<file path="src/core/msgbuf_pkg.sv">
// Shared constants and types for the CAN message buffer block
package msgbuf_pkg;
  // ======================================
  // Timing
  localparam int CLK_PERIOD_NS = 25;   // 40 MHz system clock
  localparam int BIT_TIME_NS   = 2000; // Nominal CAN bit time
  localparam int BIT_CYCLES    = (BIT_TIME_NS + CLK_PERIOD_NS - 1) / CLK_PERIOD_NS;
  localparam int PREP_BITS     = 2;    // Preparation before start of frame
  localparam int SPACE_BITS    = 3;    // Quiet gap after each attempt
  localparam int CNT_W         = 9;    // Countdown width
  localparam logic [CNT_W-1:0] PREP_LAST  = CNT_W'(PREP_BITS * BIT_CYCLES - 1);
  localparam logic [CNT_W-1:0] SPACE_LAST = CNT_W'(SPACE_BITS * BIT_CYCLES - 1);
  localparam logic [CNT_W-1:0] CNT_ONE    = 9'h001;
  // ======================================
  // Register byte offsets
  localparam logic [5:0] OFS_ID_LOW     = 6'h00;
  localparam logic [5:0] OFS_LAST_DATA_BYTE      = 6'h20;
  localparam logic [5:0] OFS_BUF_CTRL   = 6'h24;
  localparam logic [5:0] OFS_CTRL       = 6'h28;
  localparam logic [5:0] OFS_IRQ_STATUS = 6'h2C;
  localparam logic [5:0] OFS_IRQ_MASK   = 6'h30;
  // ======================================
  // Field positions
  localparam int ID_MSB    = 7;   // Identifier low bits 7:5
  localparam int ID_LSB    = 5;
  localparam int RTR_BIT   = 4;   // Remote frame marker
  localparam int DLC_MSB   = 3;   // Data length 3:0
  localparam logic [3:0] DLC_MAX = 4'h8;
  localparam int LOCK_BIT  = 0;   // Buffer control fields
  localparam int READY_BIT = 1;
  localparam int BUSY_BIT  = 2;
  localparam int PAGE0_BIT = 3;
  localparam int NO_AUTO_RETRANSMIT_BIT  = 0;   // Controller control field
  localparam int EV_W      = 4;   // Event bits
  localparam int EV_TX_OK  = 0;
  localparam int EV_ABORT  = 1;
  localparam int EV_FAIL   = 2;
  localparam int EV_RX     = 3;
  // ======================================
  // Buffer layout and reset values
  localparam int BUF_BYTES = 9;   // Identifier low plus eight data
  localparam logic [3:0] ID_LOW_IDX = 4'h0;
  localparam logic            LOCK_RST = 1'b0;
  localparam logic            NO_AUTO_RETRANSMIT_RST = 1'b0;
  localparam logic [EV_W-1:0] MASK_RST = 4'h0;
  // ======================================
  // Sequencer states
  typedef enum logic [3:0] {
    TX_IDLE  = 4'h1,
    TX_PREP  = 4'h2,
    TX_BUSY  = 4'h4,
    TX_SPACE = 4'h8
  } tx_state_type;
endpackage

</file>
<file path="src/core/buf_link_if.sv">
// Link between buffer control and the transmit sequencer
`timescale 1ns/100ps
interface buf_link_if;
  logic start;    // Begin preparation
  logic cancel;   // Drop preparation
  logic done;     // Core reports success
  logic fail;     // Core reports error or lost arbitration
  logic in_prep;  // Preparation window
  logic busy;     // Frame on the bus
  logic idle;     // Neither preparing nor sending
  logic sof;      // Start-of-frame pulse
  logic att_ok;   // Attempt ended well
  logic att_fail; // Attempt ended badly
  modport eng (input start, cancel, done, fail,
               output in_prep, busy, idle, sof, att_ok, att_fail);
  modport ctl (output start, cancel, done, fail,
               input in_prep, busy, idle, sof, att_ok, att_fail);
endinterface

</file>
<file path="src/core/can_message_buffer_tx_abort.sv">
// CAN message buffer with transmit request and lock-bit abort
// How it works
// - Identifier low bits sit in 7:5
// - Bit 4 set marks a remote frame
// - Data length in 3:0, at most eight
// - Writing last data byte raises transmit request when locked
// - Every buffer starts as a receive buffer
// - Lock blocks reception, reserves for transmit
// - Clearing lock cancels waiting request at once
// - Clearing lock during frame lets it finish
// - Clear in preparation alone sends page zero
// - Gap after busy protects the lock clear
`timescale 1ns/100ps
module can_message_buffer_tx_abort
  import msgbuf_pkg::*;
(
  input  wire logic        clk,             // System clock
  input  wire logic        rst,             // Async reset, high
  input  wire logic        ce,              // Clock enable
  input  wire logic [5:0]  avs_address,     // Byte address
  input  wire logic        avs_read,        // Read request
  input  wire logic        avs_write,       // Write request
  input  wire logic [31:0] avs_writedata,   // Write data
  input  wire logic [3:0]  avs_byteenable,  // Byte lanes
  output logic      [31:0] avs_readdata,    // Read data
  output logic             avs_waitrequest, // Stall
  input  wire logic        bus_idle,        // Core sees bus idle
  input  wire logic        other_pending,   // Another buffer waits
  input  wire logic        core_tx_done,    // Frame sent well
  input  wire logic        core_tx_fail,    // Error or lost arbitration
  input  wire logic [3:0]  core_rd_idx,     // Core byte index
  output logic      [7:0]  core_rd_byte,    // Core byte
  input  wire logic        rx_we,           // Received byte strobe
  input  wire logic [3:0]  rx_idx,          // Received byte index
  input  wire logic [7:0]  rx_byte,         // Received byte
  input  wire logic        rx_last,         // Message complete
  output logic             frame_start,     // Start of frame pulse
  output logic             send_page0,      // Page zero is sent
  output logic             tx_busy,         // Frame on the bus
  output logic             irq              // Interrupt, level
);
  // ======================================
  // Declarations
  buf_link_if link ();           // Sequencer link
  logic            pend;         // First wait cycle seen
  logic            lock;         // Reserved for transmit
  logic            ready;        // Transmit request pending
  logic            no_auto_retransmit;         // No automatic retransmit
  logic            retry_hold;   // Retry held back
  logic            page0;        // Defect frame in flight
  logic            irq_q;        // Interrupt register
  logic [EV_W-1:0] irq_status;   // Sticky events
  logic [EV_W-1:0] irq_mask;     // Event enables
  logic [EV_W-1:0] events;       // This cycle's events
  logic [EV_W-1:0] w1c;          // Software clear bits
  logic [31:0]     next_readdata;// Read mux
  logic [7:0]      mem_rdata;    // Store port A
  logic            acc;          // Write taken this edge
  logic            sel_mem;      // Address hits the store
  logic            sw_wr;        // Software store write
  logic            last_data_byte_wr;     // Last data byte written
  logic            ctrl_wr;      // Buffer control written
  logic            lock_clear;   // Lock written as zero
  logic            abort_now;    // Request dropped now
  logic            defect;       // Clear hit the window alone
  logic            rx_ok;        // Received byte accepted
  logic            mem_we;       // Store write strobe
  logic [3:0]      mem_widx;     // Store write index
  logic [7:0]      mem_wdata;    // Store write byte

  // ======================================
  // Byte fitting
  // Identifier and frame type pass unchanged; an oversize
  // length is pinned to eight so the core never overruns
  function automatic logic [7:0] fit_byte(input logic [3:0] idx,
                                          input logic [7:0] b);
    logic [7:0] r;
    r = b;
    if (idx == ID_LOW_IDX) begin
      r[ID_MSB:ID_LSB] = b[ID_MSB:ID_LSB];
      r[RTR_BIT]       = b[RTR_BIT];
      if (b[DLC_MSB:0] > DLC_MAX) begin
        r[DLC_MSB:0] = DLC_MAX;
      end
    end
    return r;
  endfunction

  // ======================================
  // Bus decode
  // Writes act only at the edge that shows waitrequest low
  assign acc      = avs_write && !avs_waitrequest && avs_byteenable[0];
  assign sel_mem  = (avs_address <= OFS_LAST_DATA_BYTE) && (avs_address[1:0] == 2'h0);
  assign sw_wr    = acc && sel_mem;
  assign last_data_byte_wr = acc && (avs_address == OFS_LAST_DATA_BYTE);
  assign ctrl_wr  = acc && (avs_address == OFS_BUF_CTRL);
  assign lock_clear = ctrl_wr && !avs_writedata[LOCK_BIT];

  // ======================================
  // Abort decisions
  // A clear in the window with nobody else waiting cannot stop
  // the core; it falls back to the page zero contents
  assign defect = lock_clear && ready && link.in_prep && !other_pending;
  // Waiting request, or window with another buffer ready: drop now
  // A clear while the frame is on the bus leaves the request up
  assign abort_now = lock_clear && ready && !link.busy && !defect;
  assign link.cancel = lock_clear && ready && link.in_prep && other_pending;
  // Start only a locked, pending request while the bus rests
  assign link.start = ready && lock && !retry_hold && bus_idle && !lock_clear;
  assign link.done = core_tx_done;
  assign link.fail = core_tx_fail;

  // ======================================
  // Store write port
  // Locked buffer refuses received bytes
  assign rx_ok     = rx_we && !lock;
  // Software wins a same-cycle clash; the received byte is lost
  assign mem_we    = sw_wr || rx_ok;
  assign mem_widx  = sw_wr ? avs_address[5:2] : rx_idx;
  assign mem_wdata = fit_byte(mem_widx, sw_wr ? avs_writedata[7:0] : rx_byte);

  msg_store u_store (
    .clk     (clk),
    .rst     (rst),
    .ce      (ce),
    .we      (mem_we),
    .widx    (mem_widx),
    .wdata   (mem_wdata),
    .ra_idx  (avs_address[5:2]),
    .ra_data (mem_rdata),
    .rb_idx  (core_rd_idx),
    .rb_data (core_rd_byte)
  );

  tx_engine u_engine (
    .clk  (clk),
    .rst  (rst),
    .ce   (ce),
    .link (link.eng)
  );

  assign frame_start = link.sof;
  assign tx_busy     = link.busy;
  assign send_page0  = page0;
  assign irq         = irq_q;

  // ======================================
  // Bus handshake
  // Two wait cycles give the registered store time to answer
  always_ff @(posedge clk or posedge rst) begin
    if (rst) begin
      pend            <= 1'b0;
      avs_waitrequest <= 1'b1;
    end else if (ce) begin
      if (!avs_waitrequest) begin
        // Transfer taken; stall the next one
        avs_waitrequest <= 1'b1;
        pend            <= 1'b0;
      end else if (avs_read || avs_write) begin
        if (pend) begin
          avs_waitrequest <= 1'b0;
          pend            <= 1'b0;
        end else begin
          pend <= 1'b1;
        end
      end
    end
  end

  // Read mux; unmapped addresses read zero
  always_comb begin
    next_readdata = 32'h0000_0000;
    if (sel_mem) begin
      next_readdata[7:0] = mem_rdata;
    end else begin
      case (avs_address)
        OFS_BUF_CTRL: begin
          next_readdata[LOCK_BIT]  = lock;
          next_readdata[READY_BIT] = ready;
          next_readdata[BUSY_BIT]  = link.busy;
          next_readdata[PAGE0_BIT] = page0;
        end
        OFS_CTRL:       next_readdata[NO_AUTO_RETRANSMIT_BIT] = no_auto_retransmit;
        OFS_IRQ_STATUS: next_readdata[EV_W-1:0] = irq_status;
        OFS_IRQ_MASK:   next_readdata[EV_W-1:0] = irq_mask;
        default:        next_readdata = 32'h0000_0000;
      endcase
    end
  end

  // Read data stands from the edge before the answer
  always_ff @(posedge clk or posedge rst) begin
    if (rst) begin
      avs_readdata <= 32'h0000_0000;
    end else if (ce && pend && avs_waitrequest && avs_read) begin
      avs_readdata <= next_readdata;
    end
  end

  // ======================================
  // Lock bit
  // Reset leaves the buffer open for reception
  always_ff @(posedge clk or posedge rst) begin
    if (rst) begin
      lock <= LOCK_RST;
    end else if (ce && ctrl_wr) begin
      lock <= avs_writedata[LOCK_BIT];
    end
  end

  // No automatic retransmit control
  always_ff @(posedge clk or posedge rst) begin
    if (rst) begin
      no_auto_retransmit <= NO_AUTO_RETRANSMIT_RST;
    end else if (ce && acc && avs_address == OFS_CTRL) begin
      no_auto_retransmit <= avs_writedata[NO_AUTO_RETRANSMIT_BIT];
    end
  end

  // ======================================
  // Ready flag
  // A request made on an unlocked buffer is ignored, since
  // reception could overwrite it
  always_ff @(posedge clk or posedge rst) begin
    if (rst) begin
      ready <= 1'b0;
    end else if (ce) begin
      if (last_data_byte_wr && lock) begin
        ready <= 1'b1;
      end else if (abort_now || link.att_ok) begin
        ready <= 1'b0;
      end
      // A lock clear during a failing frame leaves ready up until
      // software clears lock once more after the attempt
    end
  end

  // Retry hold after a failed attempt without retransmit
  always_ff @(posedge clk or posedge rst) begin
    if (rst) begin
      retry_hold <= 1'b0;
    end else if (ce) begin
      if (last_data_byte_wr || !no_auto_retransmit || !ready) begin
        retry_hold <= 1'b0;
      end else if (link.att_fail) begin
        retry_hold <= 1'b1;
      end
    end
  end

  // Page zero marker lasts through the defect frame
  always_ff @(posedge clk or posedge rst) begin
    if (rst) begin
      page0 <= 1'b0;
    end else if (ce) begin
      if (defect) begin
        page0 <= 1'b1;
      end else if (link.att_ok || link.att_fail) begin
        page0 <= 1'b0;
      end
    end
  end

  // ======================================
  // Interrupts
  assign events[EV_TX_OK] = link.att_ok;
  assign events[EV_ABORT] = abort_now;
  assign events[EV_FAIL]  = link.att_fail;
  assign events[EV_RX]    = rx_last && !lock;
  assign w1c = (acc && avs_address == OFS_IRQ_STATUS) ?
               avs_writedata[EV_W-1:0] : '0;

  // Sticky status; a new event beats its own clear
  always_ff @(posedge clk or posedge rst) begin
    if (rst) begin
      irq_status <= '0;
    end else if (ce) begin
      irq_status <= (irq_status & ~w1c) | events;
    end
  end

  // Mask register
  always_ff @(posedge clk or posedge rst) begin
    if (rst) begin
      irq_mask <= MASK_RST;
    end else if (ce && acc && avs_address == OFS_IRQ_MASK) begin
      irq_mask <= avs_writedata[EV_W-1:0];
    end
  end

  // Level output, one cycle behind status
  always_ff @(posedge clk or posedge rst) begin
    if (rst) begin
      irq_q <= 1'b0;
    end else if (ce) begin
      irq_q <= |(irq_status & irq_mask);
    end
  end
endmodule

</file>
<file path="src/core/msg_store.sv">
// Nine-byte message store with two registered read ports
`timescale 1ns/100ps
module msg_store
  import msgbuf_pkg::*;
(
  input  wire logic       clk,    // System clock
  input  wire logic       rst,    // Async reset, high
  input  wire logic       ce,     // Clock enable
  input  wire logic       we,     // Write strobe
  input  wire logic [3:0] widx,   // Write index
  input  wire logic [7:0] wdata,  // Write byte
  input  wire logic [3:0] ra_idx, // Port A index
  output logic      [7:0] ra_data,// Port A byte
  input  wire logic [3:0] rb_idx, // Port B index
  output logic      [7:0] rb_data // Port B byte
);
  logic [7:0] mem [BUF_BYTES];    // Contents, undefined after reset

  // Array holds no reset, like the buffer it models
  always_ff @(posedge clk) begin
    if (ce && we && widx < BUF_BYTES) begin
      mem[widx] <= wdata;
    end
  end

  // Read registers; out of range reads give zero
  always_ff @(posedge clk or posedge rst) begin
    if (rst) begin
      ra_data <= 8'h00;
      rb_data <= 8'h00;
    end else if (ce) begin
      ra_data <= (ra_idx < BUF_BYTES) ? mem[ra_idx] : 8'h00;
      rb_data <= (rb_idx < BUF_BYTES) ? mem[rb_idx] : 8'h00;
    end
  end
endmodule

</file>
<file path="src/core/tx_engine.sv">
// Transmit sequencer: preparation window, frame, quiet gap
`timescale 1ns/100ps
module tx_engine
  import msgbuf_pkg::*;
(
  input wire logic clk,  // System clock
  input wire logic rst,  // Async reset, high
  input wire logic ce,   // Clock enable
  buf_link_if.eng  link  // Control link
);
  tx_state_type     state; // Sequencer state
  logic [CNT_W-1:0] cnt;   // Cycle countdown

  assign link.in_prep = (state == TX_PREP);
  assign link.busy    = (state == TX_BUSY);
  assign link.idle    = (state == TX_IDLE) || (state == TX_SPACE);

  // State and countdown
  always_ff @(posedge clk or posedge rst) begin
    if (rst) begin
      state <= TX_IDLE;
      cnt   <= '0;
    end else if (ce) begin
      case (state)
        TX_IDLE: begin
          if (link.start) begin
            state <= TX_PREP;
            cnt   <= PREP_LAST;
          end
        end
        TX_PREP: begin
          if (link.cancel) begin
            state <= TX_IDLE;
          end else if (cnt == '0) begin
            state <= TX_BUSY;
          end else begin
            cnt <= cnt - CNT_ONE;
          end
        end
        TX_BUSY: begin
          // Gap keeps a lock clear after busy falls clear of the window
          if (link.done || link.fail) begin
            state <= TX_SPACE;
            cnt   <= SPACE_LAST;
          end
        end
        TX_SPACE: begin
          if (cnt == '0) begin
            state <= TX_IDLE;
          end else begin
            cnt <= cnt - CNT_ONE;
          end
        end
        default: state <= TX_IDLE;
      endcase
    end
  end

  // One-cycle event pulses
  always_ff @(posedge clk or posedge rst) begin
    if (rst) begin
      link.sof      <= 1'b0;
      link.att_ok   <= 1'b0;
      link.att_fail <= 1'b0;
    end else if (ce) begin
      link.sof      <= link.in_prep && !link.cancel && cnt == '0;
      link.att_ok   <= link.busy && link.done;
      link.att_fail <= link.busy && link.fail && !link.done;
    end
  end
endmodule

</file>
<file path="config.mk">
export PLATFORM = sky130hd
export DESIGN_NAME = can_message_buffer_tx_abort
export DESIGN_NICKNAME = d
export VERILOG_FILES = /design/src/core/msgbuf_pkg.sv /design/src/core/buf_link_if.sv /design/src/core/can_message_buffer_tx_abort.sv /design/src/core/msg_store.sv /design/src/core/tx_engine.sv
export SDC_FILE = /design/constraint.sdc
export NUM_CORES = 1
export LEC_CHECK = 0
export ABC_AREA = 1
export BUFFER_PORTS_ARGS = -buffer_cell sky130_fd_sc_hd__buf_2
export CAP_MARGIN = 20
export CORE_ASPECT_RATIO = 0.8
export CORE_MARGIN = 10
export CORE_UTILIZATION = 40
export CTS_BUF_LIST = sky130_fd_sc_hd__clkbuf_8
export CTS_CLUSTER_DIAMETER = 80
export DETAILED_ROUTE_END_ITERATION = 16
export PLACE_DENSITY = 0.71
export SYNTH_ARGS = -nofsm -noshare
export SYNTH_HDL_FRONTEND = slang
export SYNTH_HIERARCHICAL = 1
export SYNTH_SLANG_ARGS = --single-unit
</file>
<file path="constraint.sdc">
create_clock -name clk -period 3.15 [get_ports clk]
set_clock_uncertainty 0.2 [all_clocks]
set_input_delay 0.63 -clock clk [delete_from_list [all_inputs] [get_ports clk]]
set_output_delay 0.63 -clock clk [all_outputs]
set_load 0.05 [all_outputs]
</file>
### After elaboration in Yosys (flattened, before gate mapping)

Memory sizes are Yosys's and may differ from the RTL's.
Cells that the tools add are included.

| word-level totals | value |
|---|---|
| input port bits | 69 |
| memory bits (writable) | 72 |
| bits in registers | 56 |
| logic and storage cells | 146 |
| output and inout bits | 45 |
| memories kept | 1 |

Memories:

| memory | depth | width | rd ports | clocked after Yosys merged registers in | write ports | RTL line | text |
|---|---|---|---|---|---|---|---|
| u_store.mem | 9 | 8 | 2 | 0 | 1 | msg_store.sv:17 | `logic [7:0] mem [BUF_BYTES];` |

| operators by class | value |
|---|---|
| equality and inequality tests | 15 |
| order comparisons | 5 |
| bitwise operators | 4 |
| add/sub/neg operators | 1 |
| muxes and demuxes | 34 |
| reductions and logical operators | 68 |

Operator list:

| cell | number |
|---|---|
| $mux W4 | 9 |
| $mux W9 | 4 |
| $pmux W9 S4 | 1 |
| $logic_and A1 B1 Y1 | 35 |
| $mux W8 | 4 |
| $eq A6 B6 Y1 const B | 5 |
| $pmux W4 S4 | 1 |
| $mux W1 | 13 |
| $logic_not A1 Y1 | 12 |
| $lt A4 B4 Y1 const B | 3 |
| $reduce_and A5 Y1 | 2 |
| $logic_not A9 Y1 | 1 |
| $pmux W3 S3 | 1 |
| $sub A9 B1 Y9 const B | 1 |
| $and A4 B4 Y4 | 2 |
| $reduce_and A2 Y1 | 4 |
| $logic_or A1 B1 Y1 | 7 |
| $le A6 B6 Y1 const B | 1 |
| $ne A2 B2 Y1 const B | 3 |
| $reduce_bool A2 Y1 | 3 |
| $eq A4 B1 Y1 const B | 1 |
| $eq A4 B2 Y1 const B | 1 |
| $eq A4 B3 Y1 const B | 1 |
| $eq A4 B4 Y1 const B | 1 |
| 10 further kinds | 11 |

### Depth between registers and ports, before layout

Gate-level depths: netlist of run 1.

| depth | value |
|---|---|
| depth in word-level cells | 13 |
| mapped depth | 15 |

### By module

Netlist of run 1, hierarchy kept.

By module, submodules not included:

| module | area each (um2) | instances | cells an instance | sequential area each (um2) |
|---|---|---|---|---|
| msg_store | 4399.2 | 1 | 497 | 2562.5 |
| can_message_buffer_tx_abort | 1665.3 | 1 | 234 | 601.8 |
| tx_engine | 1093.5 | 1 | 164 | 401.6 |

### Worst setup path after synthesis of run 1

Ideal clock, no wire load.

| path | value |
|---|---|
| path type | input -> register |
| start point | in avs_address[5] |
| end point | mem u_store.mem[1][0] (enable) |
| arrival | 2.350 ns |
| buffers on the path | 0 |
| library setup time | 0.383 ns |
| cell stages on the path | 12 |
| setup slack | 0.217 ns |
| required time | 2.567 ns |
| cells stage by stage | inv_2 -> nor2_4 -> nand3_2 -> nand2_2 -> nand2_4 -> o21ai_1 -> inv_1 -> nor2_1 -> a21oi_1 -> nor2_2 -> inv_2 -> nor3_1 |

| on the way | value |
|---|---|
| word-level cells in the longest chain between the ends | 8 |
| elaborated cells between the ends (all ways) | 10 |
| those cells by class | 2 x order compare; 3 x mux; 5 x reduce/logical |

Ends and longest elaborated chain:

| item | RTL line | text |
|---|---|---|
| from (decl) | can_message_buffer_tx_abort.sv:20 | `input wire logic [5:0] avs_address,` |
| $le A6 B6 Y1 (*) | can_message_buffer_tx_abort.sv:93 | `assign sel_mem = (avs_address <= OFS_LAST_DATA_BYTE) && (avs_address[1:0] == 2'h0);` |
| $logic_and A1 B1 Y1 (*) | can_message_buffer_tx_abort.sv:93 |  |
| $logic_and A1 B1 Y1 (*) | can_message_buffer_tx_abort.sv:94 | `assign sw_wr = acc && sel_mem;` |
| $mux W4 (*) | can_message_buffer_tx_abort.sv:119 | `assign mem_widx = sw_wr ? avs_address[5:2] : rx_idx;` |
| named net mem_widx[1] | can_message_buffer_tx_abort.sv:68 | `logic [3:0] mem_widx;` |
| $lt A4 B4 Y1 | msg_store.sv:21 | `if (ce && we && widx < BUF_BYTES) begin` |
| $logic_and A1 B1 Y1 | msg_store.sv:21 |  |
| $mux W1 | msg_store.sv:21 |  |
| $mux W1 (not written as such) | msg_store.sv:22 | `mem[widx] <= wdata;` |
| to (decl) | msg_store.sv:17 |  |

The timed path passes the listed nets; every way through them passes the cells marked *.

### Final worst setup path of run 1

| path | value |
|---|---|
| start point | reg avs_waitrequest |
| end point | mem u_store.mem[7][1] (enable) |

| on the way | value |
|---|---|
| word-level cells in the longest chain between the ends | 9 |
| elaborated cells between the ends (all ways) | 11 |
| those cells by class | 1 x order compare; 3 x mux; 7 x reduce/logical |

Ends and longest elaborated chain:

| item | RTL line | text |
|---|---|---|
| from (decl) | can_message_buffer_tx_abort.sv:26 | `output logic avs_waitrequest,` |
| from (signal assigned) | can_message_buffer_tx_abort.sv:153 | `avs_waitrequest <= 1'b1;` |
| from (signal assigned) | can_message_buffer_tx_abort.sv:157 | `avs_waitrequest <= 1'b1;` |
| from (signal assigned) | can_message_buffer_tx_abort.sv:161 | `avs_waitrequest <= 1'b0;` |
| $logic_not A1 Y1 (*) | - |  |
| $logic_and A1 B1 Y1 (*) (2 in series) | can_message_buffer_tx_abort.sv:92 | `assign acc = avs_write && !avs_waitrequest && avs_byteenable[0];` |
| $logic_and A1 B1 Y1 (*) | can_message_buffer_tx_abort.sv:94 |  |
| $mux W4 (*) | can_message_buffer_tx_abort.sv:119 |  |
| named net mem_widx[1] | can_message_buffer_tx_abort.sv:68 |  |
| $lt A4 B4 Y1 | msg_store.sv:21 |  |
| $logic_and A1 B1 Y1 | msg_store.sv:21 |  |
| $mux W1 | msg_store.sv:21 |  |
| $mux W1 (not written as such) | msg_store.sv:22 |  |

Marked as above.

==> tab_implementation.tex, run 1 <==
\begin{tabular}{lr}
\hline
Metric & Value \\
\hline
\multicolumn{2}{l}{\textbf{Power and ir drop}} \\
\quad Sequential cell fraction of total power & 0.425 \\
\quad Switching share of power & 0.353 \\
\quad Clock group share of total power & 0.308 \\
\quad Net load switching power & 1.74 mW \\
\quad Standby leakage power & 3.95 nW \\
\quad Power density relative to cell area & 615 mW/mm\^{}2 \\
\quad Internal power summed over all cells & 3.19 mW \\
\quad Proportion of power drawn by combinational gates & 0.267 \\
\quad Worst vdd rail ir drop & 0.266 mV \\
\multicolumn{2}{l}{\textbf{Worst setup path}} \\
\quad Nature of the critical path startpoint & flip-flop \\
\quad Worst-path cell chain & inv\_2 -> nand3\_1 -> inv\_2 -> nand2\_4 -> nand2\_1 -> o21ai\_1 -> inv\_1 -> nor2\_1 -> a21oi\_1 -> nor2\_2 -> inv\_2 -> nor3\_1 -> buf\_4 \\
\quad Crit-path slowest cell & sky130\_fd\_sc\_hd\_\_dfstp\_2 \\
\quad Delay-heaviest family, CP & simple AND/OR/NAND/NOR gates \\
\quad Critical path's most frequent cell & sky130\_fd\_sc\_hd\_\_inv\_2 \\
\quad R2r setup slk & 0.40 ns \\
\quad Setup crit end kind & flip-flop \\
\quad Worst path arrival time & 2.68 ns \\
\quad Critical path type & flip-flop to flip-flop \\
\quad Critical Path Max Stage Delay & 0.57 ns \\
\quad Critical-path maximum fanout & 9 \\
\quad Critical path required time & 3.08 ns \\
\quad R2R cell count & 13 \\
\quad Startpoint of the worst register-to-register path & avs\_waitrequest \\
\quad Critical R2R Capture & u\_store/mem[7][1] \\
\quad CP bufs+invs & 5 \\
\multicolumn{2}{l}{\textbf{Placed design}} \\
\quad Placer's final routability congestion estimate & 0.916 \\
\quad Detail Placement HPWL & 14,300 um \\
\quad Input/output buffers & 62 \\
\multicolumn{2}{l}{\textbf{Route}} \\
\quad Final ANT Viol Nets & 0 \\
\quad Wl on met1 & 9140 um \\
\quad First DRT Iteration DRCs & 602 \\
\quad Highest Signal Layer & met4 \\
\quad Via/cell ratio & 5.16 \\
\quad Total length of routed wires & 19,800 um \\
\quad Total iterations of the first detailed-routing run & 7 \\
\quad Routed wire length per instance & 16.5 um \\
\quad Via count of the routed design & 6,203 \\
\quad Routed met2 length & 8110 um \\
\quad Detailed route wirelength on metal3 & 2260 um \\
\quad DRC violations left & 0 \\
\multicolumn{2}{l}{\textbf{Floorplan}} \\
\quad Die ar. & 0.0237 sq mm \\
\quad Effective utilization at floorplan & 0.410 \\
\quad Vert. Die Dim & 140 um \\
\quad Std-Cell Core Area & 0.0174 sq mm \\
\quad DIE WIDTH & 170 um \\
\quad IO Count & 114 \\
\quad Floorplan row count & 43 \\
\multicolumn{2}{l}{\textbf{Layout}} \\
\quad Fraction of layout instances using a drive strength above 1 & 0.161 \\
\quad Fraction of the core area covered by cells at the end of the flow & 0.459 \\
\quad Number of nets in the finished design & 1,034 \\
\quad Layout overhead on the synthesized area & 11.9\% \\
\multicolumn{2}{l}{\textbf{Worst hold path}} \\
\quad Path category of the worst min-delay check & input port to flip-flop \\
\quad Startpoint of the worst hold path & rx\_last \\
\quad WHS Endpoint & irq\_status[3] \\
\quad Worst hold stages & 3 \\
\multicolumn{2}{l}{\textbf{Global routing}} \\
\quad GRT Overall Usage & 0.164 \\
\quad Maximum number of pins on one net before global-route repair & 37 \\
\quad Wire length of the first global-routing pass & 31,300 um \\
\quad Via count of the first global-routing pass & 5,881 \\
\quad Global-route congestion overflow total & 0 \\
\quad Number of antenna violations at the first check in global routing & 1 \\
\multicolumn{2}{l}{\textbf{Synth}} \\
\quad Syn Inst Count & 894 \\
\quad Yosys Warn Count & 6 \\
\quad Synthesized area divided by synthesized cell count & 8.00 sq um \\
\quad Netlist Area Pre-Place & 0.00715 sq mm \\
\multicolumn{2}{l}{\textbf{Job}} \\
\quad Max-cap violations & 0 \\
\multicolumn{2}{l}{\textbf{STA}} \\
\quad Sum of negative setup slack & 0 ns \\
\quad Max Clk Rate & 364 MHz \\
\quad Setup violation total in the final timing report & 0 \\
\quad Tightest slew margin relative to the limit & 0.422 \\
\quad Number of pins exceeding their max-slew limit in the final report & 0 \\
\quad Portion of the clock cycle consumed by the worst path in the final layout & 0.872 \\
\quad Worst Hold Margin & 0.245 ns \\
\quad Setup repair after global routing missed its margin & no \\
\quad Minimum period implied by the final worst setup slack & 2.75 ns \\
\quad Hold Violations, Final & 0 \\
\quad Slew @ Worst Pin & 0.864 ns \\
\multicolumn{2}{l}{\textbf{Clock tree}} \\
\quad Clock Sink Count & 128 \\
\quad Htree depth & 4 \\
\quad Clk root buf & sky130\_fd\_sc\_hd\_\_clkbuf\_8 \\
\quad Max Buffers Root-to-Sink & 2 \\
\quad Post-CTS setup buffer count & 0 \\
\quad Hold-fix buffer count after cts & 0 \\
\quad TritonCTS clock tree & done \\
\quad Number of CTS-inserted buffers & 17 \\
\quad CTS clk-pin slew, worst paths & 0.08 ns \\
\quad Clock insertion delay at the later pin of the skew report & 0.43 ns \\
\quad CTS resizes & 0 \\
\multicolumn{2}{l}{\textbf{Outcome}} \\
\quad Status & complete, no violations \\
\hline
\end{tabular}
==> stage by stage <==
step	std cells	total power [mW]	instance area [sq um]	setup WS (ns)
2_1_floorplan	917	3.13	7240	0.217
3_3_place_gp	1168	3.39	7540	0.276
3_5_place_dp	1168	3.41	7540	0.244
4_1_cts	1200	4.92	7960	0.432
5_1_grt	1203	5.17	8000	0.147
6_report	1203	4.92	8000	0.402
==> metal layers <==
metal / track usage / vias up
met2: 0.222 / 328
li1: - / 2984
met4: 0.0594 / 0
met1: 0.243 / 2864
met3: 0.0439 / 27
met5: 0 / -
==> worst min-delay path, cell delays in order <==
cell                      delay (ns)
sky130_fd_sc_hd__buf_2          0.07
sky130_fd_sc_hd__nand3_1        0.07
sky130_fd_sc_hd__nand2_1        0.07
==> worst max path at each step <==
| stage | from | endpoint | cells after the start |
|---|---|---|---|
| 2_1_floorplan | avs_address[5] | u_store/mem[1][0] | 12 |
| 3_3_place_gp | avs_address[2] | u_store/mem[1][3] | 13 |
| 3_5_place_dp | avs_address[5] | u_store/mem[7][1] | 14 |
| 4_1_cts | avs_waitrequest | u_store/mem[7][4] | 13 |
| 5_1_grt | avs_waitrequest | u_store/mem[5][1] | 13 |
| 6_report | avs_waitrequest | u_store/mem[7][1] | 13 |
==> flip-flops by register name, indices dropped and copies added (netlist names) <==
register,count
u_engine/link.sof,1
retry_hold,1
avs_readdata,8
irq_mask,4
avs_waitrequest,1
irq,1
lock,1
u_engine/link.att_ok,1
u_engine/cnt,9
no_auto_retransmit,1
u_store/mem,72
u_engine/link.att_fail,1
send_page0,1
u_store/rb_data,8
pend,1
ready,1
irq_status,4
u_store/ra_data,8
u_engine/state,4
==> layout by cell type, fill, tap and decap left out, types with 4 or more instances in the layout <==
cell type	instances
sky130_fd_sc_hd__dfrtp_1	54
sky130_fd_sc_hd__a21oi_1	24
sky130_fd_sc_hd__conb_1	24
sky130_fd_sc_hd__nor2_4	5
sky130_fd_sc_hd__nor3_1	9
sky130_fd_sc_hd__bufinv_16	4
sky130_fd_sc_hd__nand4_1	16
sky130_fd_sc_hd__nor2_2	5
sky130_fd_sc_hd__nand2_4	4
sky130_fd_sc_hd__nand2_2	6
sky130_fd_sc_hd__inv_2	12
sky130_fd_sc_hd__o21ai_0	8
sky130_fd_sc_hd__nor2_1	35
sky130_fd_sc_hd__edfxtp_1	72
sky130_fd_sc_hd__inv_4	9
sky130_fd_sc_hd__inv_1	89
sky130_fd_sc_hd__nand3_1	134
sky130_fd_sc_hd__buf_2	62
sky130_fd_sc_hd__nand2_1	330
sky130_fd_sc_hd__o21ai_1	14
sky130_fd_sc_hd__buf_4	17
sky130_fd_sc_hd__clkbuf_8	18
==> power groups by stage <==
stage	sequential [mW]	combinational (mW)	clock [mW]
2_1_floorplan	2.22	0.910	0
4_1_cts	2.09	1.29	1.54
6_report	2.09	1.31	1.52
5_1_grt	2.11	1.44	1.62
3_5_place_dp	2.12	1.29	0
3_3_place_gp	2.12	1.27	0
==> layout make-up <==
type	count	area, sq um
Clock buffer	18	248
Tap cell	225	282
Clock inverter	14	173
Timing Repair Buffer	81	475
Sequential cell	128	3570
Multi-Input combinational cell	633	2860
Fill cell	1711	9430
Antenna cell	1	2.50
Inverter	103	402
Power figures use the tool's default switching activity.
==> run 2: changes to the inputs <==
Settings changed: SYNTH_HIERARCHICAL 1 to default.
==> run 2 against run 1 <==
Compared with the run above:
- combinational power is 22% lower
- clock-buffer cell count unchanged
- routed wire length fell by 5.2%
- area after synthesis down 6.0%
- cell count shrank 9.7%
- critical path depth shrank 9
- register-to-register slack better by 0.34 ns
- design area shrank 3.1%
- sequential share of layout area up 1.4 points
- largest cell class unchanged
- sequential power down 4%
- global-route usage is 0.33 points higher
==> tab_implementation.tex, run 2 <==
\begin{tabular}{lr}
\hline
Metric & Value \\
\hline
\multicolumn{2}{l}{\textbf{Outcome}} \\
\quad Status & complete, no violations \\
\multicolumn{2}{l}{\textbf{STA}} \\
\quad Portion of the clock cycle consumed by the worst path in the final layout & 0.818 (-0.0538) \\
\quad Slew @ Worst Pin & 0.694 ns (-0.170 ns) \\
\quad Sum of negative setup slack & 0 ns (unchanged) \\
\quad Setup violation total in the final timing report & 0 (unchanged) \\
\quad Number of pins exceeding their max-slew limit in the final report & 0 (unchanged) \\
\quad Setup repair after global routing missed its margin & no \\
\quad Minimum period implied by the final worst setup slack & 2.58 ns (-0.169 ns) \\
\quad Tightest slew margin relative to the limit & 0.537 (+0.115) \\
\quad Max Clk Rate & 388 MHz (+6.6\%) \\
\quad Hold Violations, Final & 0 (unchanged) \\
\multicolumn{2}{l}{\textbf{Worst setup path}} \\
\quad Critical path type & flip-flop to output pin \\
\quad R2R cell count & 8 (-5) \\
\quad Setup crit end kind & output pin \\
\quad Worst path arrival time & 1.75 ns (-0.93 ns) \\
\quad Critical-path maximum fanout & 5 (-4) \\
\quad Nature of the critical path startpoint & flip-flop \\
\quad Critical R2R Capture & u\_store.mem[1][2] \\
\quad Critical path required time & 2.32 ns (-0.76 ns) \\
\quad R2r setup slk & 0.74 ns (+0.34 ns) \\
\quad Startpoint of the worst register-to-register path & avs\_waitrequest \\
\quad Crit. Startpoint & u\_engine.state[1] \\
\multicolumn{2}{l}{\textbf{Power and ir drop}} \\
\quad Worst vdd rail ir drop & 0.265 mV (-0.30\%) \\
\quad Standby leakage power & 3.44 nW (-13\%) \\
\quad Sum of internal, switching and leakage power & 4.54 mW (-7.7\%) \\
\quad Power density relative to cell area & 586 mW/mm\^{}2 (-4.8\%) \\
\multicolumn{2}{l}{\textbf{Synth}} \\
\quad Mux cell area share after synthesis & 0 \\
\quad Most frequent cells after synthesis & sky130\_fd\_sc\_hd\_\_nand2\_1, sky130\_fd\_sc\_hd\_\_edfxtp\_1, sky130\_fd\_sc\_hd\_\_o21ai\_0 \\
\quad Post-synthesis register bit count & 128 \\
\quad Netlist Area Pre-Place & 0.00673 sq mm (-6.0\%) \\
\quad Synth Area in Adders & 0.00186 \\
\quad Predominant post-synthesis flop cell & sky130\_fd\_sc\_hd\_\_edfxtp\_1 \\
\quad Netlist cell types & 48 \\
\quad Synthesized-area fraction occupied by xor and xnor cells & 0.00130 \\
\quad Number of flops mapped to enable cells by yosys & 72 \\
\quad Async S/R FF share, synth & 0.438 \\
\quad Syn Inst Count & 769 (-14\%) \\
\quad Yosys Warn Count & 0 (-6) \\
\quad Count leader, synth & sky130\_fd\_sc\_hd\_\_nand2\_1 \\
\quad Top cells by area in the synthesized netlist & sky130\_fd\_sc\_hd\_\_edfxtp\_1, sky130\_fd\_sc\_hd\_\_dfrtp\_1, sky130\_fd\_sc\_hd\_\_nand2\_1, sky130\_fd\_sc\_hd\_\_o21ai\_0, sky130\_fd\_sc\_hd\_\_nor2\_1 \\
\quad Synthesized area divided by synthesized cell count & 8.75 sq um (+9.3\%) \\
\quad Main combinational cell family by area after synthesis & simple AND/OR/NAND/NOR gates \\
\quad Share of the synthesized area in compound gates (AO/OA/AOI/OAI) & 0.130 \\
\quad Cell type contributing the most total cell area after synthesis & sky130\_fd\_sc\_hd\_\_edfxtp\_1 \\
\quad Share of the synthesized area in the top cell type & 0.321 \\
\quad Post-Synth Simple-Gate Area & 0.257 \\
\quad Sequential element share of the synthesized area & 0.530 \\
\multicolumn{2}{l}{\textbf{Worst hold path}} \\
\quad Path category of the worst min-delay check & input port to asynchronous set/reset pin \\
\multicolumn{2}{l}{\textbf{Clock tree}} \\
\quad TritonCTS clock tree & done \\
\quad Number of CTS-inserted buffers & 17 (unchanged) \\
\quad CTS resizes & 0 (unchanged) \\
\quad Clock insertion delay at the later pin of the skew report & 0.46 ns (+0.03 ns) \\
\quad Htree depth & 4 (unchanged) \\
\quad Hold-fix buffer count after cts & 0 (unchanged) \\
\quad CTS clk-pin slew, worst paths & 0.08 ns (about the same) \\
\quad Clock Sink Count & 128 (unchanged) \\
\quad Post-CTS setup buffer count & 0 (unchanged) \\
\quad Clk root buf & sky130\_fd\_sc\_hd\_\_clkbuf\_8 \\
\quad Max Buffers Root-to-Sink & 2 (unchanged) \\
\multicolumn{2}{l}{\textbf{Global routing}} \\
\quad Wire length of the first global-routing pass & 29,000 um (-7.4\%) \\
\quad GRT Overall Usage & 0.168 (+0.00335) \\
\quad Global-route congestion overflow total & 0 (unchanged) \\
\quad Number of antenna violations at the first check in global routing & 0 (-1) \\
\quad Maximum number of pins on one net before global-route repair & 35 (-5.4\%) \\
\quad Via count of the first global-routing pass & 5,358 (-8.9\%) \\
\multicolumn{2}{l}{\textbf{Layout}} \\
\quad Fraction of layout instances using a drive strength above 1 & 0.200 (+0.0391) \\
\quad Layout overhead on the synthesized area & 15.3\% \\
\quad Largest regs & u\_store.mem x72, u\_engine.cnt x9 \\
\quad \# diodes & 0 (-1) \\
\quad Number of nets in the finished design & 923 (-11\%) \\
\quad Leading cell type in the layout, fill and taps excluded & sky130\_fd\_sc\_hd\_\_nand2\_1 \\
\quad Top library cells by usage in the layout, fill and taps aside & sky130\_fd\_sc\_hd\_\_nand2\_1, sky130\_fd\_sc\_hd\_\_edfxtp\_1, sky130\_fd\_sc\_hd\_\_o21ai\_0 \\
\quad Max FFs per register & 72 (unchanged) \\
\quad Largest reg by FF count & u\_store.mem \\
\multicolumn{2}{l}{\textbf{Placed design}} \\
\quad Detail Placement HPWL & 13,300 um (-6.6\%) \\
\quad Input/output buffers & 62 (unchanged) \\
\quad Placer's final routability congestion estimate & 0.874 (-4.6\%) \\
\multicolumn{2}{l}{\textbf{Job}} \\
\quad Max-cap violations & 0 (unchanged) \\
\multicolumn{2}{l}{\textbf{Floorplan}} \\
\quad IO Count & 114 (unchanged) \\
\quad Effective utilization at floorplan & 0.408 (-0.00278) \\
\quad Vert. Die Dim & 136 um (-2.6\%) \\
\quad DIE WIDTH & 165 um (-2.7\%) \\
\quad Floorplan row count & 42 (-2.3\%) \\
\quad Die ar. & 0.0224 sq mm (-5.2\%) \\
\quad Std-Cell Core Area & 0.0165 sq mm (-5.3\%) \\
\multicolumn{2}{l}{\textbf{Route}} \\
\quad Total iterations of the first detailed-routing run & 6 (-1) \\
\quad Via/cell ratio & 5.26 (+2.0\%) \\
\quad Final ANT Viol Nets & 0 (unchanged) \\
\quad DRC violations left & 0 (unchanged) \\
\quad First DRT Iteration DRCs & 694 (+15\%) \\
\quad Via count of the routed design & 5,713 (-7.9\%) \\
\quad Routed wire length per instance & 17.3 um (+5.0\%) \\
\quad Total length of routed wires & 18,800 um (-5.2\%) \\
\hline
\end{tabular}
## run 2: critical path, stage by stage, from the launching register on
cell and delay (ns):
sky130_fd_sc_hd__dfrtp_1 0.42, sky130_fd_sc_hd__nor2_1 0.14, sky130_fd_sc_hd__nand3_1 0.21, sky130_fd_sc_hd__inv_1 0.22, sky130_fd_sc_hd__buf_2 0.30
## run 2: routing by layer
layer / vias to the layer above / share of wire / track usage
met2: 318 / 0.41 / 0.232
met1: 2645 / 0.45 / 0.238
li1: 2719 / - / -
met4: 0 / 0.018 / 0.0614
met3: 31 / 0.12 / 0.0538
met5: - / 0 / 0
## run 2: cell type report
cell class	count	area, sq um
clock buffers	18	248
clock inverters	14	173
well taps	220	275
flip-flops and latches	128	3570
fillers	1554	8740
inverters	60	225
repair buffers	93	556
multi-input cells	553	2720
## run 2: power by group
group,total (mW),internal (mW),switching [mW]
sequential,2.01,1.91,0.0996
combinational,1.02,0.294,0.723
clock,1.51,0.866,0.647
## run 2: cell families after synthesis
kind of cell,Yosys count
AND/OR/NAND/NOR,383
AO/OA/AOI/OAI,144
flip-flops,128
buffers and inverters,111
XOR/XNOR,1
adder cells (fa/ha/maj),1
other,1
## run 2: worst max path at each step
stage	end	slack [ns]	depth (start not counted)
floorplan	u_store.mem[7][0]	0.52	11
global placement	u_store.mem[7][0]	0.33	11
detailed placement	u_store.mem[2][4]	0.29	12
CTS	tx_busy	0.55	4
global route	tx_busy	0.42	4
finish	tx_busy	0.57	4
## run 2: through the flow
stage	instances	util	hold slack, ns	worst slack (ns)	area (sq um)
finish	1086	0.470	0.0272	0.572	7760
global route	1086	0.470	0.0815	0.420	7760
CTS	1086	0.470	0.0330	0.545	7760
detailed placement	1054	0.445	0.261	0.292	7340
global placement	1054	0.445	0.263	0.330	7340
floorplan	792	-	0.249	0.524	6810
==> run 3: changes to the inputs <==
Settings changed: PLACE_DENSITY 0.71 to 0.73.
Clock period 3.15 ns to 2.2 ns, I/O delays scaled along.
==> run 3 against run 2 <==
Compared with the run above:
- clock-buffer cell count rose by 1
- global-route usage up 0.30 points
- sequential share of layout area shrank 3.2 points
- setup slack got worse by 0.53 ns
- non-clock buffer count is 35 higher
- sequential cell count is the same
- die area stayed put
- cell count grew 3.3%
- critical path depth increased by 3
- power grew 49%
- core utilization is 3.6 points higher
- combinational power increased by 59%
- largest cell class unchanged
==> tab_implementation.tex, run 3 (same netlist as run 2, synthesis figures left out) <==
\begin{tabular}{lr}
\hline
Metric & Value \\
\hline
\multicolumn{2}{l}{\textbf{Floorplan}} \\
\quad IO Count & 114 (unchanged) \\
\quad Vert. Die Dim & 136 um (unchanged) \\
\quad Effective utilization at floorplan & 0.408 (unchanged) \\
\quad Die ar. & 0.0224 sq mm (unchanged) \\
\quad Floorplan row count & 42 (unchanged) \\
\quad Std-Cell Core Area & 0.0165 sq mm (unchanged) \\
\quad DIE WIDTH & 165 um (unchanged) \\
\multicolumn{2}{l}{\textbf{Route}} \\
\quad Total iterations of the first detailed-routing run & 5 (-1) \\
\quad First DRT Iteration DRCs & 651 (-6.2\%) \\
\quad Total length of routed wires & 18,800 um (+0.39\%) \\
\quad Via count of the routed design & 5,853 (+2.5\%) \\
\quad Final ANT Viol Nets & 0 (unchanged) \\
\quad Routed wire length per instance & 16.8 um (-2.8\%) \\
\quad Via/cell ratio & 5.22 (-0.84\%) \\
\quad DRC violations left & 0 (unchanged) \\
\multicolumn{2}{l}{\textbf{Power and ir drop}} \\
\quad Worst vdd rail ir drop & 0.419 mV (+58\%) \\
\quad Standby leakage power & 3.69 nW (+7.2\%) \\
\quad Sum of internal, switching and leakage power & 6.77 mW (+49\%) \\
\quad Power density relative to cell area & 811 mW/mm\^{}2 (+38\%) \\
\multicolumn{2}{l}{\textbf{Layout}} \\
\quad Layout overhead on the synthesized area & 24.2\% \\
\quad Number of nets in the finished design & 959 (+3.9\%) \\
\quad Leading cell type in the layout, fill and taps excluded & sky130\_fd\_sc\_hd\_\_nand2\_1 \\
\quad Max FFs per register & 72 (unchanged) \\
\quad \# diodes & 0 (unchanged) \\
\quad Largest regs & u\_store.mem x72, u\_engine.cnt x9 \\
\quad Fraction of layout instances using a drive strength above 1 & 0.251 (+0.0508) \\
\quad Area of all placed cells without fillers & 0.00835 sq mm (+7.7\%) \\
\quad Largest reg by FF count & u\_store.mem \\
\quad Top library cells by usage in the layout, fill and taps aside & sky130\_fd\_sc\_hd\_\_nand2\_1, sky130\_fd\_sc\_hd\_\_edfxtp\_1, sky130\_fd\_sc\_hd\_\_o21ai\_0 \\
\quad Multi-input logic area & 0.00285 sq mm (+5.1\%) \\
\quad Total area of sequential cells & 0.00357 sq mm (+0.11\%) \\
\quad Fill cell count & 1,516 (-2.4\%) \\
\multicolumn{2}{l}{\textbf{Global routing}} \\
\quad Wire length of the first global-routing pass & 29,800 um (+2.9\%) \\
\quad Global-route congestion overflow total & 0 (unchanged) \\
\quad Via count of the first global-routing pass & 5,581 (+4.2\%) \\
\quad Maximum number of pins on one net before global-route repair & 35 (unchanged) \\
\quad Number of antenna violations at the first check in global routing & 0 (unchanged) \\
\quad GRT Overall Usage & 0.171 (+0.00299) \\
\multicolumn{2}{l}{\textbf{Worst setup path}} \\
\quad Critical path's most frequent cell & sky130\_fd\_sc\_hd\_\_nor2\_4 \\
\quad Worst-path cell chain & nor2\_4 -> inv\_6 -> nor2\_8 -> nand2\_4 -> o21ai\_4 -> nand4\_4 -> nor2\_4 \\
\quad Nature of the critical path startpoint & flip-flop \\
\quad Setup crit end kind & flip-flop \\
\quad Worst path arrival time & 2.08 ns (+0.33 ns) \\
\quad Critical path type & flip-flop to flip-flop \\
\quad Crit-path slowest cell & sky130\_fd\_sc\_hd\_\_dfstp\_4 \\
\quad Critical Path Max Stage Delay & 0.48 ns (+0.06 ns) \\
\quad Critical path required time & 2.13 ns (-0.19 ns) \\
\quad Critical-path maximum fanout & 8 (+3) \\
\multicolumn{2}{l}{\textbf{STA}} \\
\quad Final setup slack of the worst path & 0.0451 ns (-0.527 ns) \\
\quad Slew @ Worst Pin & 0.659 ns (-0.0347 ns) \\
\quad Portion of the clock cycle consumed by the worst path in the final layout & 0.979 \\
\quad Sum of negative setup slack & 0 ns (unchanged) \\
\quad Worst Hold Margin & 0.0383 ns (+0.0111 ns) \\
\quad Hold Violations, Final & 0 (unchanged) \\
\quad Max Clk Rate & 464 MHz \\
\quad Number of pins exceeding their max-slew limit in the final report & 0 (unchanged) \\
\quad Minimum period implied by the final worst setup slack & 2.15 ns \\
\quad Tightest slew margin relative to the limit & 0.560 (+0.0231) \\
\quad Setup repair after global routing missed its margin & yes \\
\quad Setup violation total in the final timing report & 0 (unchanged) \\
\multicolumn{2}{l}{\textbf{Placed design}} \\
\quad Placer's final routability congestion estimate & 0.867 (-0.87\%) \\
\quad Total cell area at the placement stage & 0.00775 sq mm (+5.6\%) \\
\quad Input/output buffers & 62 (unchanged) \\
\quad Detail Placement HPWL & 13,900 um (+4.7\%) \\
\quad Pre-CTS WS & -0.315 ns (-0.607 ns) \\
\multicolumn{2}{l}{\textbf{Outcome}} \\
\quad Status & complete, no violations \\
\multicolumn{2}{l}{\textbf{Clock tree}} \\
\quad Max Buffers Root-to-Sink & 2 (unchanged) \\
\quad Clock insertion delay at the later pin of the skew report & 0.45 ns (about the same) \\
\quad TritonCTS clock tree & done \\
\quad CTS clk-pin slew, worst paths & 0.07 ns (about the same) \\
\quad Htree depth & 4 (unchanged) \\
\quad Number of CTS-inserted buffers & 17 (unchanged) \\
\quad Clk root buf & sky130\_fd\_sc\_hd\_\_clkbuf\_8 \\
\quad Clock Sink Count & 128 (unchanged) \\
\multicolumn{2}{l}{\textbf{Job}} \\
\quad Max-cap violations & 0 (unchanged) \\
\multicolumn{2}{l}{\textbf{Worst hold path}} \\
\quad Path category of the worst min-delay check & input port to flip-flop \\
\hline
\end{tabular}
-- run 3: what timing repair did --
action / in CTS / in global routing
gates resized for setup: 13 / 4
pin swaps: 9 / 5
hold buffers: 1 / 0
endpoints found under the hold margin: 18 / 0
cloned: 1 / 0
endpoints found under the setup margin: 100 / 91
setup buffers: 5 / 1
-- run 3: layout make-up --
| cell class | instances | share of cell area |
|---|---|---|
| Clock inverter | 13 | 0.0219 |
| Tap cell | 220 | 0.0330 |
| Sequential cell | 128 | 0.427 |
| Clock buffer | 19 | 0.0313 |
| Multi-Input combinational cell | 554 | 0.342 |
| Inverter | 60 | 0.0279 |
| Timing Repair Buffer | 128 | 0.117 |
-- run 3: power breakdown --
group          switching [mW]  total, mW  internal [mW]
combinational            1.10       1.62          0.523
sequential              0.142       2.89           2.75
clock                   0.963       2.26           1.30
-- run 3: through the flow --
step | utilization | instances
floorplan | - | 792
global placement | 0.470 | 1083
detailed placement | 0.470 | 1083
CTS | 0.505 | 1121
global route | 0.506 | 1122
finish | 0.506 | 1122
-- run 3: final timing paths --
kind                                endpoint       startpoint  slack, ns  cells after the start
setup / recovery           u_store.mem[4][1]  avs_waitrequest       0.05                      7
hold / removal                 irq_status[3]          rx_last       0.04                      3
setup reg to reg           u_store.mem[4][1]  avs_waitrequest       0.05                      7
hold reg to reg              avs_readdata[1]  avs_readdata[1]       0.28                      2
max in group asynchronous    avs_readdata[1]              rst       0.83                      4
min in group asynchronous    u_engine.cnt[0]              rst       0.34                      3
-- run 3: worst max-delay path, delay by kind of cell, from the launching register on --
family                 cells  cell delay [ns]
and+or+nand+nor            5             0.96
DFF                        1             0.48
AOI/OAI and AO/OA          1             0.11
buffers and inverters      1             0.08
-- run 3: metal layers --
metal  share of wire  track usage  vias up  wire (um)
met2            0.43        0.247      285       8060
met3           0.099       0.0420       28       1860
met5               0            0        -          0
met1            0.45        0.238     2746       8540
li1                -            -     2794          -
met4           0.020       0.0702        0        374
